$ cat src/pts_pkg.sv
// shared constants and types of the power toggle sequencer
// Overview of operation
// - power-up enters hibernate, then reaches state_a
// - internal power-on reset, host reset optional
// - state_a waits for valid toggle pulse
// - ten-tick awake pulse marks state_a reached
// - host may retry toggle once per second
// - pulse needs high and low dwell
// - toggle in hibernate goes full power
// - toggle in low power goes full power
// - toggle in single-fix starts one cycle
// - toggle in full power starts shutdown
// - awake rises six ticks after toggle
// - main supply ready within 1 ms
// - awake high means processor running, except during the state_a ready pulse
// - uart without flow control starts 4800 bps
// - flow control waits for host clear-to-send
// - i2c sends spontaneously without contention
// - i2c defers until arbitration grants bus
// - host starts spi one second after awake
// - shutdown commands also enter hibernate
// - shutdown lasts 10 ms to 900 ms
// - spi default without pull straps
// - default update rate once per second
package pts_pkg;
    // ------------------------------------------------------------
    // clock and tick
    // ------------------------------------------------------------
    localparam int CLK_HZ          = 25000000;             // system clock rate
    localparam int RTC_HZ          = 32768;                // tick rate
    localparam int TICK_CYC        = CLK_HZ / RTC_HZ;      // cycles per tick, rounded down
    // ------------------------------------------------------------
    // timing in ticks
    // ------------------------------------------------------------
    localparam int DWELL_US        = 100;                  // toggle high/low dwell
    localparam int DWELL_TICKS     = (DWELL_US * RTC_HZ + 999999) / 1000000; // rounded up
    localparam int AWAKE_PULSE_TK  = 10;                   // ready pulse width
    localparam int AWAKE_RISE_TK   = 6;                    // toggle to awake high
    localparam int RTC_START_TK    = 16;                   // rtc settle, shortened default
    localparam int ACQ_TK          = 64;                   // single-fix cycle length
    localparam int SHUT_MIN_MS     = 10;                   // shortest shutdown
    localparam int SHUT_MAX_MS     = 900;                  // longest shutdown
    localparam int SHUT_MIN_TK     = (SHUT_MIN_MS * RTC_HZ + 999) / 1000;
    localparam int SHUT_MAX_TK     = (SHUT_MAX_MS * RTC_HZ) / 1000;
    localparam int SUPPLY_MS       = 1;                    // main supply ready time
    localparam int SUPPLY_TK       = (SUPPLY_MS * RTC_HZ) / 1000;
    localparam int RETRY_TK        = RTC_HZ;               // one second in ticks
    localparam int UPDATE_TK       = RTC_HZ;               // default update period
    localparam int UART_BAUD       = 4800;                 // default uart rate
    localparam int CNT_W           = 20;                   // tick counter width
    // ------------------------------------------------------------
    // enumerations
    // ------------------------------------------------------------
    typedef enum logic [1:0] {PTS_IF_SPI, PTS_IF_UART, PTS_IF_I2C} pts_if_t; // host link
    typedef enum logic [2:0] {
        PTS_BOOT, PTS_STATE_A, PTS_HIBERNATE, PTS_WAKING, PTS_FULL, PTS_LOW,
        PTS_SINGLE_FIX, PTS_SHUTDOWN
    } pts_mode_t;                                          // power states
endpackage : pts_pkg

$ cat src/pts_if.sv
// link between host and power toggle sequencer
`timescale 1ns/100ps
interface pts_if;
    logic power_toggle;                 // host toggle pulse
    logic awake_indicator;              // device awake level
    logic master_reset_n;               // optional host reset, active low
    logic cts_n;                        // host clear-to-send, active low
    logic i2c_grant;                    // i2c arbitration won
    logic shutdown_cmd;                 // decoded shutdown command strobe
    logic tx_enable;                    // device may send on its link
    modport device (input power_toggle, master_reset_n, cts_n, i2c_grant, shutdown_cmd,
                    output awake_indicator, tx_enable);
    modport host   (output power_toggle, master_reset_n, cts_n, i2c_grant, shutdown_cmd,
                    input awake_indicator, tx_enable);
endinterface : pts_if

$ cat src/pts_device.sv
// device end: power-state sequencer driven by the toggle input
`timescale 1ns/100ps
module pts_device #(
    parameter int RTC_START_TK = pts_pkg::RTC_START_TK,  // rtc settle ticks
    parameter int SHUT_TK      = pts_pkg::SHUT_MIN_TK,   // minimum shutdown length in ticks
    parameter int ACQ_TK       = pts_pkg::ACQ_TK         // single-fix length
) (
    input  wire logic        clk_sys,            // 25 MHz clock
    input  wire logic        rst_n,              // power-on reset, active low
    pts_if.device            link,               // host side
    input  wire logic        strap_cts_pullup,   // cts strap present
    input  wire logic        strap_rts_pulldown, // rts strap present
    input  wire logic        strap_i2c,          // i2c strap
    input  wire logic        flow_ctrl_en,       // uart flow control used
    input  wire logic        req_low_power,      // enter duty-cycled mode
    input  wire logic        req_single_fix,     // enter single_fix_mode
    input  wire logic        work_done,          // pending work drained
    output logic             processor_run,      // internal processor running
    output logic             fix_strobe,         // position update pulse
    output logic             acq_active,         // single-fix acquisition running
    output logic [1:0]       host_if_sel,        // selected host interface
    output logic [2:0]       mode                // current power state
);
    // ------------------------------------------------------------
    // state
    // ------------------------------------------------------------
    typedef struct packed {
        logic [15:0]              div;       // clock-to-tick divider
        logic                     tick;      // one-cycle tick strobe
        logic                     pwr_ok;    // internal reset released
        logic                     straps;    // straps captured
        pts_pkg::pts_if_t         ifsel;     // host link choice
        pts_pkg::pts_mode_t       st;        // power state
        logic [pts_pkg::CNT_W-1:0] tcnt;     // state tick counter
        logic [pts_pkg::CNT_W-1:0] upd;      // update-rate counter
        logic [3:0]               hcnt;      // high dwell ticks
        logic [3:0]               lcnt;      // low dwell ticks
        logic                     armed;     // detector re-armed
        logic                     prev;      // last toggle sample
        logic                     seen_edge; // rising edge since arm
        logic                     awake;     // awake indicator
        logic                     run;       // processor running
        logic                     acq;       // acquisition active
        logic                     fix;       // update strobe
    } pts_dev_state_t;
    pts_dev_state_t s_reg;                   // registered state
    pts_dev_state_t s_next;                  // next state
    logic           pulse;                   // valid toggle detected
    // ------------------------------------------------------------
    // next-state logic
    // ------------------------------------------------------------
    always_comb begin
        s_next     = s_reg;
        pulse      = 1'b0;
        s_next.fix = 1'b0;
        s_next.pwr_ok = 1'b1;
        // tick generator
        s_next.tick = 1'b0;
        if (s_reg.div == 16'(pts_pkg::TICK_CYC - 1)) begin
            s_next.div  = 16'h0000;
            s_next.tick = 1'b1;
        end else begin
            s_next.div = s_reg.div + 16'h0001;
        end
        // straps caught once after reset release
        if (s_reg.pwr_ok && !s_reg.straps) begin
            s_next.straps = 1'b1;
            if (strap_i2c) begin
                s_next.ifsel = pts_pkg::PTS_IF_I2C;
            end else if (strap_cts_pullup || strap_rts_pulldown) begin
                s_next.ifsel = pts_pkg::PTS_IF_UART;
            end else begin
                s_next.ifsel = pts_pkg::PTS_IF_SPI;
            end
        end
        // toggle detector, dwell in ticks
        s_next.prev = link.power_toggle;
        if (link.power_toggle && !s_reg.prev && s_reg.armed) begin
            s_next.seen_edge = 1'b1;
            s_next.hcnt      = 4'h0;
        end
        if (!link.power_toggle) begin
            s_next.hcnt = 4'h0;
            s_next.seen_edge = 1'b0;
            if (s_reg.tick && s_reg.lcnt != 4'(pts_pkg::DWELL_TICKS)) begin
                s_next.lcnt = s_reg.lcnt + 4'h1;
            end
            if (s_reg.lcnt == 4'(pts_pkg::DWELL_TICKS)) begin
                s_next.armed = 1'b1;
            end
        end else begin
            s_next.lcnt = 4'h0;
            if (s_reg.seen_edge && s_reg.tick) begin
                s_next.hcnt = s_reg.hcnt + 4'h1;
                if (s_reg.hcnt == 4'(pts_pkg::DWELL_TICKS - 1)) begin
                    pulse            = 1'b1;
                    s_next.armed     = 1'b0;
                    s_next.seen_edge = 1'b0;
                end
            end
        end
        // tick counter
        if (s_reg.tick) begin
            s_next.tcnt = s_reg.tcnt + 1'b1;
        end
        // default update rate while running
        if (s_reg.run && s_reg.tick) begin
            if (s_reg.upd == pts_pkg::CNT_W'(pts_pkg::UPDATE_TK - 1)) begin
                s_next.upd = '0;
                s_next.fix = 1'b1;
            end else begin
                s_next.upd = s_reg.upd + 1'b1;
            end
        end
        // power state machine
        unique case (s_reg.st)
            pts_pkg::PTS_BOOT: begin
                // hibernate while the rtc settles
                if (s_reg.tcnt == pts_pkg::CNT_W'(RTC_START_TK)) begin
                    s_next.st    = pts_pkg::PTS_STATE_A;
                    s_next.tcnt  = '0;
                    s_next.awake = 1'b1;
                end
            end
            pts_pkg::PTS_STATE_A: begin
                // ready pulse, then idle until toggled
                if (s_reg.awake && s_reg.tick &&
                    s_reg.tcnt == pts_pkg::CNT_W'(pts_pkg::AWAKE_PULSE_TK - 1)) begin
                    s_next.awake = 1'b0;
                end
                if (pulse) begin
                    s_next.st    = pts_pkg::PTS_WAKING;
                    s_next.tcnt  = '0;
                    s_next.awake = 1'b0;
                end
            end
            pts_pkg::PTS_HIBERNATE: begin
                if (pulse) begin
                    s_next.st   = pts_pkg::PTS_WAKING;
                    s_next.tcnt = '0;
                end
            end
            pts_pkg::PTS_WAKING: begin
                // awake rises a fixed number of ticks after the toggle
                if (s_reg.tcnt == pts_pkg::CNT_W'(pts_pkg::AWAKE_RISE_TK)) begin
                    s_next.st    = pts_pkg::PTS_FULL;
                    s_next.awake = 1'b1;
                    s_next.run   = 1'b1;
                    s_next.upd   = '0;
                end
            end
            pts_pkg::PTS_FULL: begin
                if (pulse || link.shutdown_cmd) begin
                    s_next.st   = pts_pkg::PTS_SHUTDOWN;
                    s_next.tcnt = '0;
                end else if (req_single_fix) begin
                    s_next.st = pts_pkg::PTS_SINGLE_FIX;
                end else if (req_low_power) begin
                    s_next.st = pts_pkg::PTS_LOW;
                end
            end
            pts_pkg::PTS_LOW: begin
                if (pulse) begin
                    s_next.st = pts_pkg::PTS_FULL;
                end else if (link.shutdown_cmd) begin
                    s_next.st   = pts_pkg::PTS_SHUTDOWN;
                    s_next.tcnt = '0;
                end
            end
            pts_pkg::PTS_SINGLE_FIX: begin
                if (pulse && !s_reg.acq) begin
                    s_next.acq  = 1'b1;
                    s_next.tcnt = '0;
                end else if (s_reg.acq && s_reg.tcnt == pts_pkg::CNT_W'(ACQ_TK)) begin
                    s_next.acq = 1'b0;
                end
                if (link.shutdown_cmd) begin
                    s_next.st   = pts_pkg::PTS_SHUTDOWN;
                    s_next.acq  = 1'b0;
                    s_next.tcnt = '0;
                end
            end
            pts_pkg::PTS_SHUTDOWN: begin
                // finish once past the minimum with work drained, or at the maximum
                if ((s_reg.tcnt >= pts_pkg::CNT_W'(SHUT_TK) && work_done) ||
                    s_reg.tcnt == pts_pkg::CNT_W'(pts_pkg::SHUT_MAX_TK)) begin
                    s_next.st    = pts_pkg::PTS_HIBERNATE;
                    s_next.awake = 1'b0;
                    s_next.run   = 1'b0;
                end
            end
        endcase
    end
    // ------------------------------------------------------------
    // state register
    // ------------------------------------------------------------
    always_ff @(posedge clk_sys or negedge rst_n) begin
        if (!rst_n) begin
            s_reg <= '{div: 16'h0000, tick: 1'b0, pwr_ok: 1'b0, straps: 1'b0,
                       ifsel: pts_pkg::PTS_IF_SPI, st: pts_pkg::PTS_BOOT, tcnt: '0,
                       upd: '0, hcnt: 4'h0, lcnt: 4'h0, armed: 1'b0, prev: 1'b1,
                       seen_edge: 1'b0, awake: 1'b0, run: 1'b0, acq: 1'b0, fix: 1'b0};
        end else if (!link.master_reset_n) begin
            s_reg <= '{div: 16'h0000, tick: 1'b0, pwr_ok: 1'b1, straps: 1'b0,
                       ifsel: pts_pkg::PTS_IF_SPI, st: pts_pkg::PTS_BOOT, tcnt: '0,
                       upd: '0, hcnt: 4'h0, lcnt: 4'h0, armed: 1'b0, prev: 1'b1,
                       seen_edge: 1'b0, awake: 1'b0, run: 1'b0, acq: 1'b0, fix: 1'b0};
        end else begin
            s_reg <= s_next;
        end
    end
    // ------------------------------------------------------------
    // outputs
    // ------------------------------------------------------------
    assign link.awake_indicator = s_reg.awake;
    // send gating per host link
    always_comb begin
        unique case (s_reg.ifsel)
            pts_pkg::PTS_IF_UART: link.tx_enable = s_reg.run &&
                                      (!flow_ctrl_en || !link.cts_n);
            pts_pkg::PTS_IF_I2C:  link.tx_enable = s_reg.run && link.i2c_grant;
            default:              link.tx_enable = s_reg.run;
        endcase
    end
    assign processor_run = s_reg.run;
    assign fix_strobe    = s_reg.fix;
    assign acq_active    = s_reg.acq;
    assign host_if_sel   = s_reg.ifsel;
    assign mode          = s_reg.st;
endmodule : pts_device

$ cat src/flat_wrapper.sv
// flat-port wrapper written by rule: the top's interface ports become plain ports
module pts_device_flat 
#(
    parameter int RTC_START_TK = pts_pkg::RTC_START_TK,                     
    parameter int SHUT_TK      = pts_pkg::SHUT_MIN_TK,                                      
    parameter int ACQ_TK       = pts_pkg::ACQ_TK                             
)
  (clk_sys, rst_n, strap_cts_pullup, strap_rts_pulldown, strap_i2c, flow_ctrl_en, req_low_power, req_single_fix, work_done, processor_run, fix_strobe, acq_active, host_if_sel, mode, link_power_toggle, link_master_reset_n, link_cts_n, link_i2c_grant, link_shutdown_cmd, link_awake_indicator, link_tx_enable);
  pts_if link_i ();
  input  wire logic clk_sys;
  input  wire logic rst_n;
  input  wire logic strap_cts_pullup;
  input  wire logic strap_rts_pulldown;
  input  wire logic strap_i2c;
  input  wire logic flow_ctrl_en;
  input  wire logic req_low_power;
  input  wire logic req_single_fix;
  input  wire logic work_done;
  output logic processor_run;
  output logic fix_strobe;
  output logic acq_active;
  output logic [1:0] host_if_sel;
  output logic [2:0] mode;
  input wire logic [$bits(link_i.power_toggle)-1:0] link_power_toggle;
  input wire logic [$bits(link_i.master_reset_n)-1:0] link_master_reset_n;
  input wire logic [$bits(link_i.cts_n)-1:0] link_cts_n;
  input wire logic [$bits(link_i.i2c_grant)-1:0] link_i2c_grant;
  input wire logic [$bits(link_i.shutdown_cmd)-1:0] link_shutdown_cmd;
  output wire logic [$bits(link_i.awake_indicator)-1:0] link_awake_indicator;
  output wire logic [$bits(link_i.tx_enable)-1:0] link_tx_enable;
  assign link_i.power_toggle = link_power_toggle;
  assign link_i.master_reset_n = link_master_reset_n;
  assign link_i.cts_n = link_cts_n;
  assign link_i.i2c_grant = link_i2c_grant;
  assign link_i.shutdown_cmd = link_shutdown_cmd;
  assign link_awake_indicator = link_i.awake_indicator;
  assign link_tx_enable = link_i.tx_enable;
  pts_device #(.RTC_START_TK(RTC_START_TK), .SHUT_TK(SHUT_TK), .ACQ_TK(ACQ_TK)) u_core (.clk_sys(clk_sys), .rst_n(rst_n), .link(link_i), .strap_cts_pullup(strap_cts_pullup), .strap_rts_pulldown(strap_rts_pulldown), .strap_i2c(strap_i2c), .flow_ctrl_en(flow_ctrl_en), .req_low_power(req_low_power), .req_single_fix(req_single_fix), .work_done(work_done), .processor_run(processor_run), .fix_strobe(fix_strobe), .acq_active(acq_active), .host_if_sel(host_if_sel), .mode(mode));
endmodule
$ cat config.mk
export PLATFORM = sky130hd
export DESIGN_NAME = pts_device_flat
export DESIGN_NICKNAME = d
export VERILOG_FILES = /design/src/pts_pkg.sv /design/src/pts_if.sv /design/src/pts_device.sv /design/src/flat_wrapper.sv
export SDC_FILE = /design/constraint.sdc
export NUM_CORES = 1
export LEC_CHECK = 0
export ABC_AREA = 0
export BUFFER_PORTS_ARGS = -buffer_cell sky130_fd_sc_hd__buf_2
export CAP_MARGIN = 20
export CORE_AREA = 2 2 103 105
export CTS_CLUSTER_SIZE = 10
export DETAILED_ROUTE_END_ITERATION = 8
export DIE_AREA = 0 0 105 107
export SLEW_MARGIN = 0
export SYNTH_ARGS = -nofsm -noshare
export SYNTH_HDL_FRONTEND = slang
export SYNTH_SLANG_ARGS = --single-unit
$ cat constraint.sdc
create_clock -name clk_sys -period 7.6 [get_ports clk_sys]
set_input_delay 1.14 -clock clk_sys [delete_from_list [all_inputs] [get_ports clk_sys]]
set_output_delay 1.14 -clock clk_sys [all_outputs]
set_load 0.005 [all_outputs]
Yosys cells after proc, flatten, opt, wreduce, memory -nomap -nowiden
Index checks and enable logic that the tools add are counted.
{"block": "word_totals", "ff_bits": 79, "input_bits": 14, "output_inout_bits": 10, "elab_cells": 143}
{"block": "op_classes", "n_addsub": 5, "n_lt_le_gt_ge": 1, "eq_ne": 37, "mux": 54, "n_reduce_logical": 29}
{"cell": "$mux 20", "count": 8}
{"cell": "$pmux 20 s5", "count": 1}
{"cell": "$mux 23", "count": 4}
{"cell": "$mux 79", "count": 1}
{"cell": "$add 20x1->20 const B", "count": 2}
{"cell": "$eq 20x15->1 const B", "count": 2}
{"cell": "$ne 3x2->1 const B", "count": 8}
{"cell": "$mux 1", "count": 21}
{"cell": "$mux 3", "count": 7}
{"cell": "$pmux 3 s7", "count": 1}
{"cell": "$eq 20x3->1 const B", "count": 1}
{"cell": "$eq 20x4->1 const B", "count": 1}
{"cell": "$eq 20x5->1 const B", "count": 1}
{"cell": "$eq 20x7->1 const B", "count": 1}
{"cell": "$ge 20x9->1 const B", "count": 1}
{"cell": "$add 16x1->16 const B", "count": 1}
{"cell": "$eq 16x10->1 const B", "count": 1}
{"cell": "$mux 16", "count": 1}
{"cell": "$logic_and 1x1->1", "count": 13}
{"cell": "$eq 3x3->1 const B", "count": 4}
{"cell": "$mux 4", "count": 3}
{"cell": "$mux 9", "count": 1}
{"cell": "$add 4x1->4 const B", "count": 2}
{"cell": "$ne 4x2->1 const B", "count": 2}
{"cell": "24 further kinds", "count": 38}

Longest topological paths before layout
{"block": "depth", "ltp_word": 9, "mapped_depth": 9, "ltp_nobuf": 8}

Least setup slack after synthesis
OpenSTA, ideal clock, no wires.
{"block": "synth_path", "path_type": "input -> output", "startpoint": "input port flow_ctrl_en", "endpoint": "output port link_tx_enable", "arrival_time_ps": 1586, "required_ps": 6460, "setup_slack_ps": 4874, "cell_stages": 3, "n_path_buf": 0, "path_cell_list": "nand2_1 mux2_2 o21a_1"}
{"block": "synth_between", "elab_chain_len": 4}
{"element": "start: declaration", "line_no": "flat_wrapper.sv:15", "rtl": "input wire logic flow_ctrl_en;"}
{"element": "$logic_not 1->1", "line_no": "pts_device.sv:220", "rtl": "(!flow_ctrl_en || !link.cts_n);"}
{"element": "$logic_or 1x1->1", "line_no": "pts_device.sv:220"}
{"element": "$logic_and 1x1->1", "line_no": "pts_device.sv:219", "rtl": "pts_pkg::PTS_IF_UART: link.tx_enable = s_reg.run &&"}
{"element": "$pmux 1 s2", "line_no": "pts_device.sv:218", "rtl": "unique case (s_reg.ifsel)"}
{"element": "end: declaration", "line_no": "flat_wrapper.sv:30", "rtl": "output wire logic [$bits(link_i.tx_enable)-1:0] link_tx_enable;"}
Every way passes these cells.

Worst setup path after layout
Ends and elaborated chain as after synthesis.

==> impl_results.md <==
* FFs w/ async S/R, synth at 1.00
* Setup crit end kind: output port
* Critical path class: input pin to output port
* Largest net degree at the start of global routing at 80
* Worst setup margin at ~4.7 ns
* Yosys cell types at slightly above 60
* Vias at ~3.3k
* Post-Syn Instances at 470
* Least-Margin Pin Slew at ~0.74 ns
* RSZ-0062 raised after global routing: no
* Total CTS buffers at 9
* Worst Path Max Fanout at 1
* Setup TNS at 0 ns
* Post-DP Area at approximately 4500 um2
* Synth Area per Inst at 9.29 um2
* DR pass1 iterations at 4
* Worst hold path type: flop to flop
* Clock skew at 0.00935 ns
* Max frequency at between 300 and 400 MHz
* Yosys reg bits at a little under 80
* Die H at 107 um
* Fin nets at 510
* Vias/cell at just over 5
* GR Util All Layers at 0.167
* CP required at roughly 6.5 ns
* # setup viols final at 0
* Post-synth EDFFs at 0
* Peak VDD IR at about 0.08 mV
* WP data arrival at ~1.8 ns
* Fin. Hold Viols at 0
* Hold_buf cts at 0
* Outcome: complete, no violations
* Initial antenna violation count at 0
* RePlAce Congestion at 0.825
* Setup WS pre-CTS at around 4.7 ns
* Min cycle time layout at 2.93 ns
* P&R area growth vs syn at 9.22%
* Syn nets at between 400 and 500
* Vias in the first global route at about 3.3k
* Post-synthesis sequential area ratio at 0.453
* FF/Latch Area at between 1500 and 2000 um2
* Avg WL per Cell at around 14 um
* N_diodes at 0
* Site Rows at 37
* DIE WIDTH at 105 um
* Final period utilization at 0.385
* DRT iter0 DRCs at 175
* First-pass GRT wire length at ~15 mm
* Max_cap viols at 0
* CTS tree: built
* Power Density at 175 nW/um2
* Clock-pin transition on the worst setup and hold timing paths at 0.08 ns
* Layout cell share with drive strength beyond 1 at 0.110
* Die ar. at around 11000 um2
* DRT antenna net count at 0
* H-tree depth at 3
* Critical path startpoint category: input pin
* CORE AREA at around 10000 um2
* CTS sink cnt at 79
* Synth Cell Area at between 4000 and 5000 um2
* Fin. max-slew vios at 0
* Design area at roughly 4800 um2
* Layout fillers at about 1.0k
* Postcts setup bufs at 0
* Worst skew pair latency at approximately 0.37 ns
* # IOs at 24
* I/O Buffers at 23
* Worst rel slew slack at 0.506
* Synth warn at 0
* Static Leak at 2.07 nW
* Multi-input gate area at between 2000 and 2500 um2
* Main synth FF type: dfrtp_1
* Drc violations at 0
* Post-cts sizing count at 0
* Finished Core Util at 0.473
* Total Routed Length at approximately 8.5 mm
* Initial core utilization at 0.433
* Largest register FFs at 70
* CTS max path bufs at 2
* Gr ovfl total at 0
* Root Driver: clkbuf_8
* Hpwl dp at roughly 5.8 mm
cells in the mapped netlist (2+ instances only):
cell / instances / share of area
nor2_1: 82 / 0.070
dfrtp_1: 78 / 0.45
nand2_1: 41 / 0.035
xor2_1: 36 / 0.072
nand3_1: 24 / 0.028
xnor2_1: 19 / 0.038
nand4_1: 16 / 0.023
inv_1: 15 / 0.013
a21oi_1: 13 / 0.015
ha_1: 11 / 0.032
o21ai_0: 11 / 0.013
and3_1: 10 / 0.014
clkbuf_1: 9 / 0.0077
nor3_1: 8 / 0.0092
buf_4: 6 / 0.010
or4_1: 6 / 0.010
nor2b_1: 5 / 0.0072
o21a_1: 5 / 0.0086
or3_1: 5 / 0.0072
clkbuf_8: 4 / 0.013
mux2i_1: 4 / 0.0092
nand2b_1: 4 / 0.0057
nand3b_1: 4 / 0.0069
nor4_1: 4 / 0.0057
o31ai_1: 4 / 0.0069
a211oi_1: 3 / 0.0052
a221oi_1: 2 / 0.0040
and2_1: 2 / 0.0029
nand4b_1: 2 / 0.0040
o31a_1: 2 / 0.0040
o41ai_1: 2 / 0.0040
or2_2: 2 / 0.0029
or4_4: 2 / 0.0052
cell usage in the layout, fill, tap and decap left out, drive strengths merged, types with 2 or more instances in the layout:
cell     n
nor2b    5
xor2    36
nor2    82
nand3   24
or4      9
nor3     8
a211oi   3
and3    11
nand4   16
dfrtp   78
ha      11
nand4b   2
o41ai    2
o31a     2
mux2i    4
nor4     4
a21oi   13
o21ai   12
bufinv   2
xnor2   19
nand2   41
or3      7
inv     15
or2      2
o31ai    5
nand2b   4
clkbuf  11
nand3b   4
o21a     5
a21o     2
a221oi   2
and2     2
clkinv   2
buf     25
where the power goes:
| group | internal (mW) | leakage, nW | total, mW | switching [mW] |
|---|---|---|---|---|
| sequential | 0.424 | 1.09 | 0.430 | 0.00577 |
| clock | 0.194 | 0.110 | 0.353 | 0.159 |
| combinational | 0.0181 | 0.869 | 0.0526 | 0.0346 |
stage by stage:
step	total power, mW	instances	hold WS, ns
after floorplan	0.470	470	0.443
after detailed placement	0.489	609	0.463
final	0.835	626	0.477
after CTS	0.846	625	0.482
after global placement	0.489	609	0.455
after global routing	0.870	626	0.511
routing by layer:
layer	track usage	wire [um]
met2	0.262	3740
met4	0.0810	179
met1	0.221	4230
met5	0	0
met3	0.0334	309
path summary, 6_finish.rpt:
| path | from | endpoint | slack (ns) | cells after the start |
|---|---|---|---|---|
| hold reg to reg | u_core.s_reg[60] | u_core.s_reg[60] | 0.48 | 1 |
| max in group asynchronous | rst_n | u_core.s_reg[50] | 6.34 | 2 |
| setup reg to reg | u_core.s_reg[52] | u_core.mode[2] | 4.88 | 6 |
| min in group asynchronous | rst_n | u_core.s_reg[63] | 0.69 | 1 |
| setup / recovery | flow_ctrl_en | link_tx_enable | 4.67 | 5 |
| hold / removal | u_core.s_reg[60] | u_core.s_reg[60] | 0.48 | 1 |
critical path, stage by stage:
cell,delay [ns]
buf_2,0.08
nand2_1,0.04
mux2_2,0.25
o21a_1,0.16
buf_2,0.12
cells by family after synthesis:
kind of cell / after synthesis / synth area share
adder cells (fa/ha/maj): 11 / 0.0315
buffers and inverters: 36 / 0.0455
AO/OA/AOI/OAI: 57 / 0.0911
flip-flops: 79 / 0.453
XOR/XNOR: 55 / 0.110
multiplexers: 5 / 0.0117
other: 1 / 0.000859
AND/OR/NAND/NOR: 226 / 0.256
cell type report:
cell class	instances	share of cell area
inverters	15	0.0118
multi-input cells	355	0.459
clock inverters	5	0.0170
clock buffers	11	0.0296
repair buffers	25	0.0320
well taps	136	0.0357
flip-flops and latches	79	0.415
Note: power is estimated with default switching activity, not from simulation.
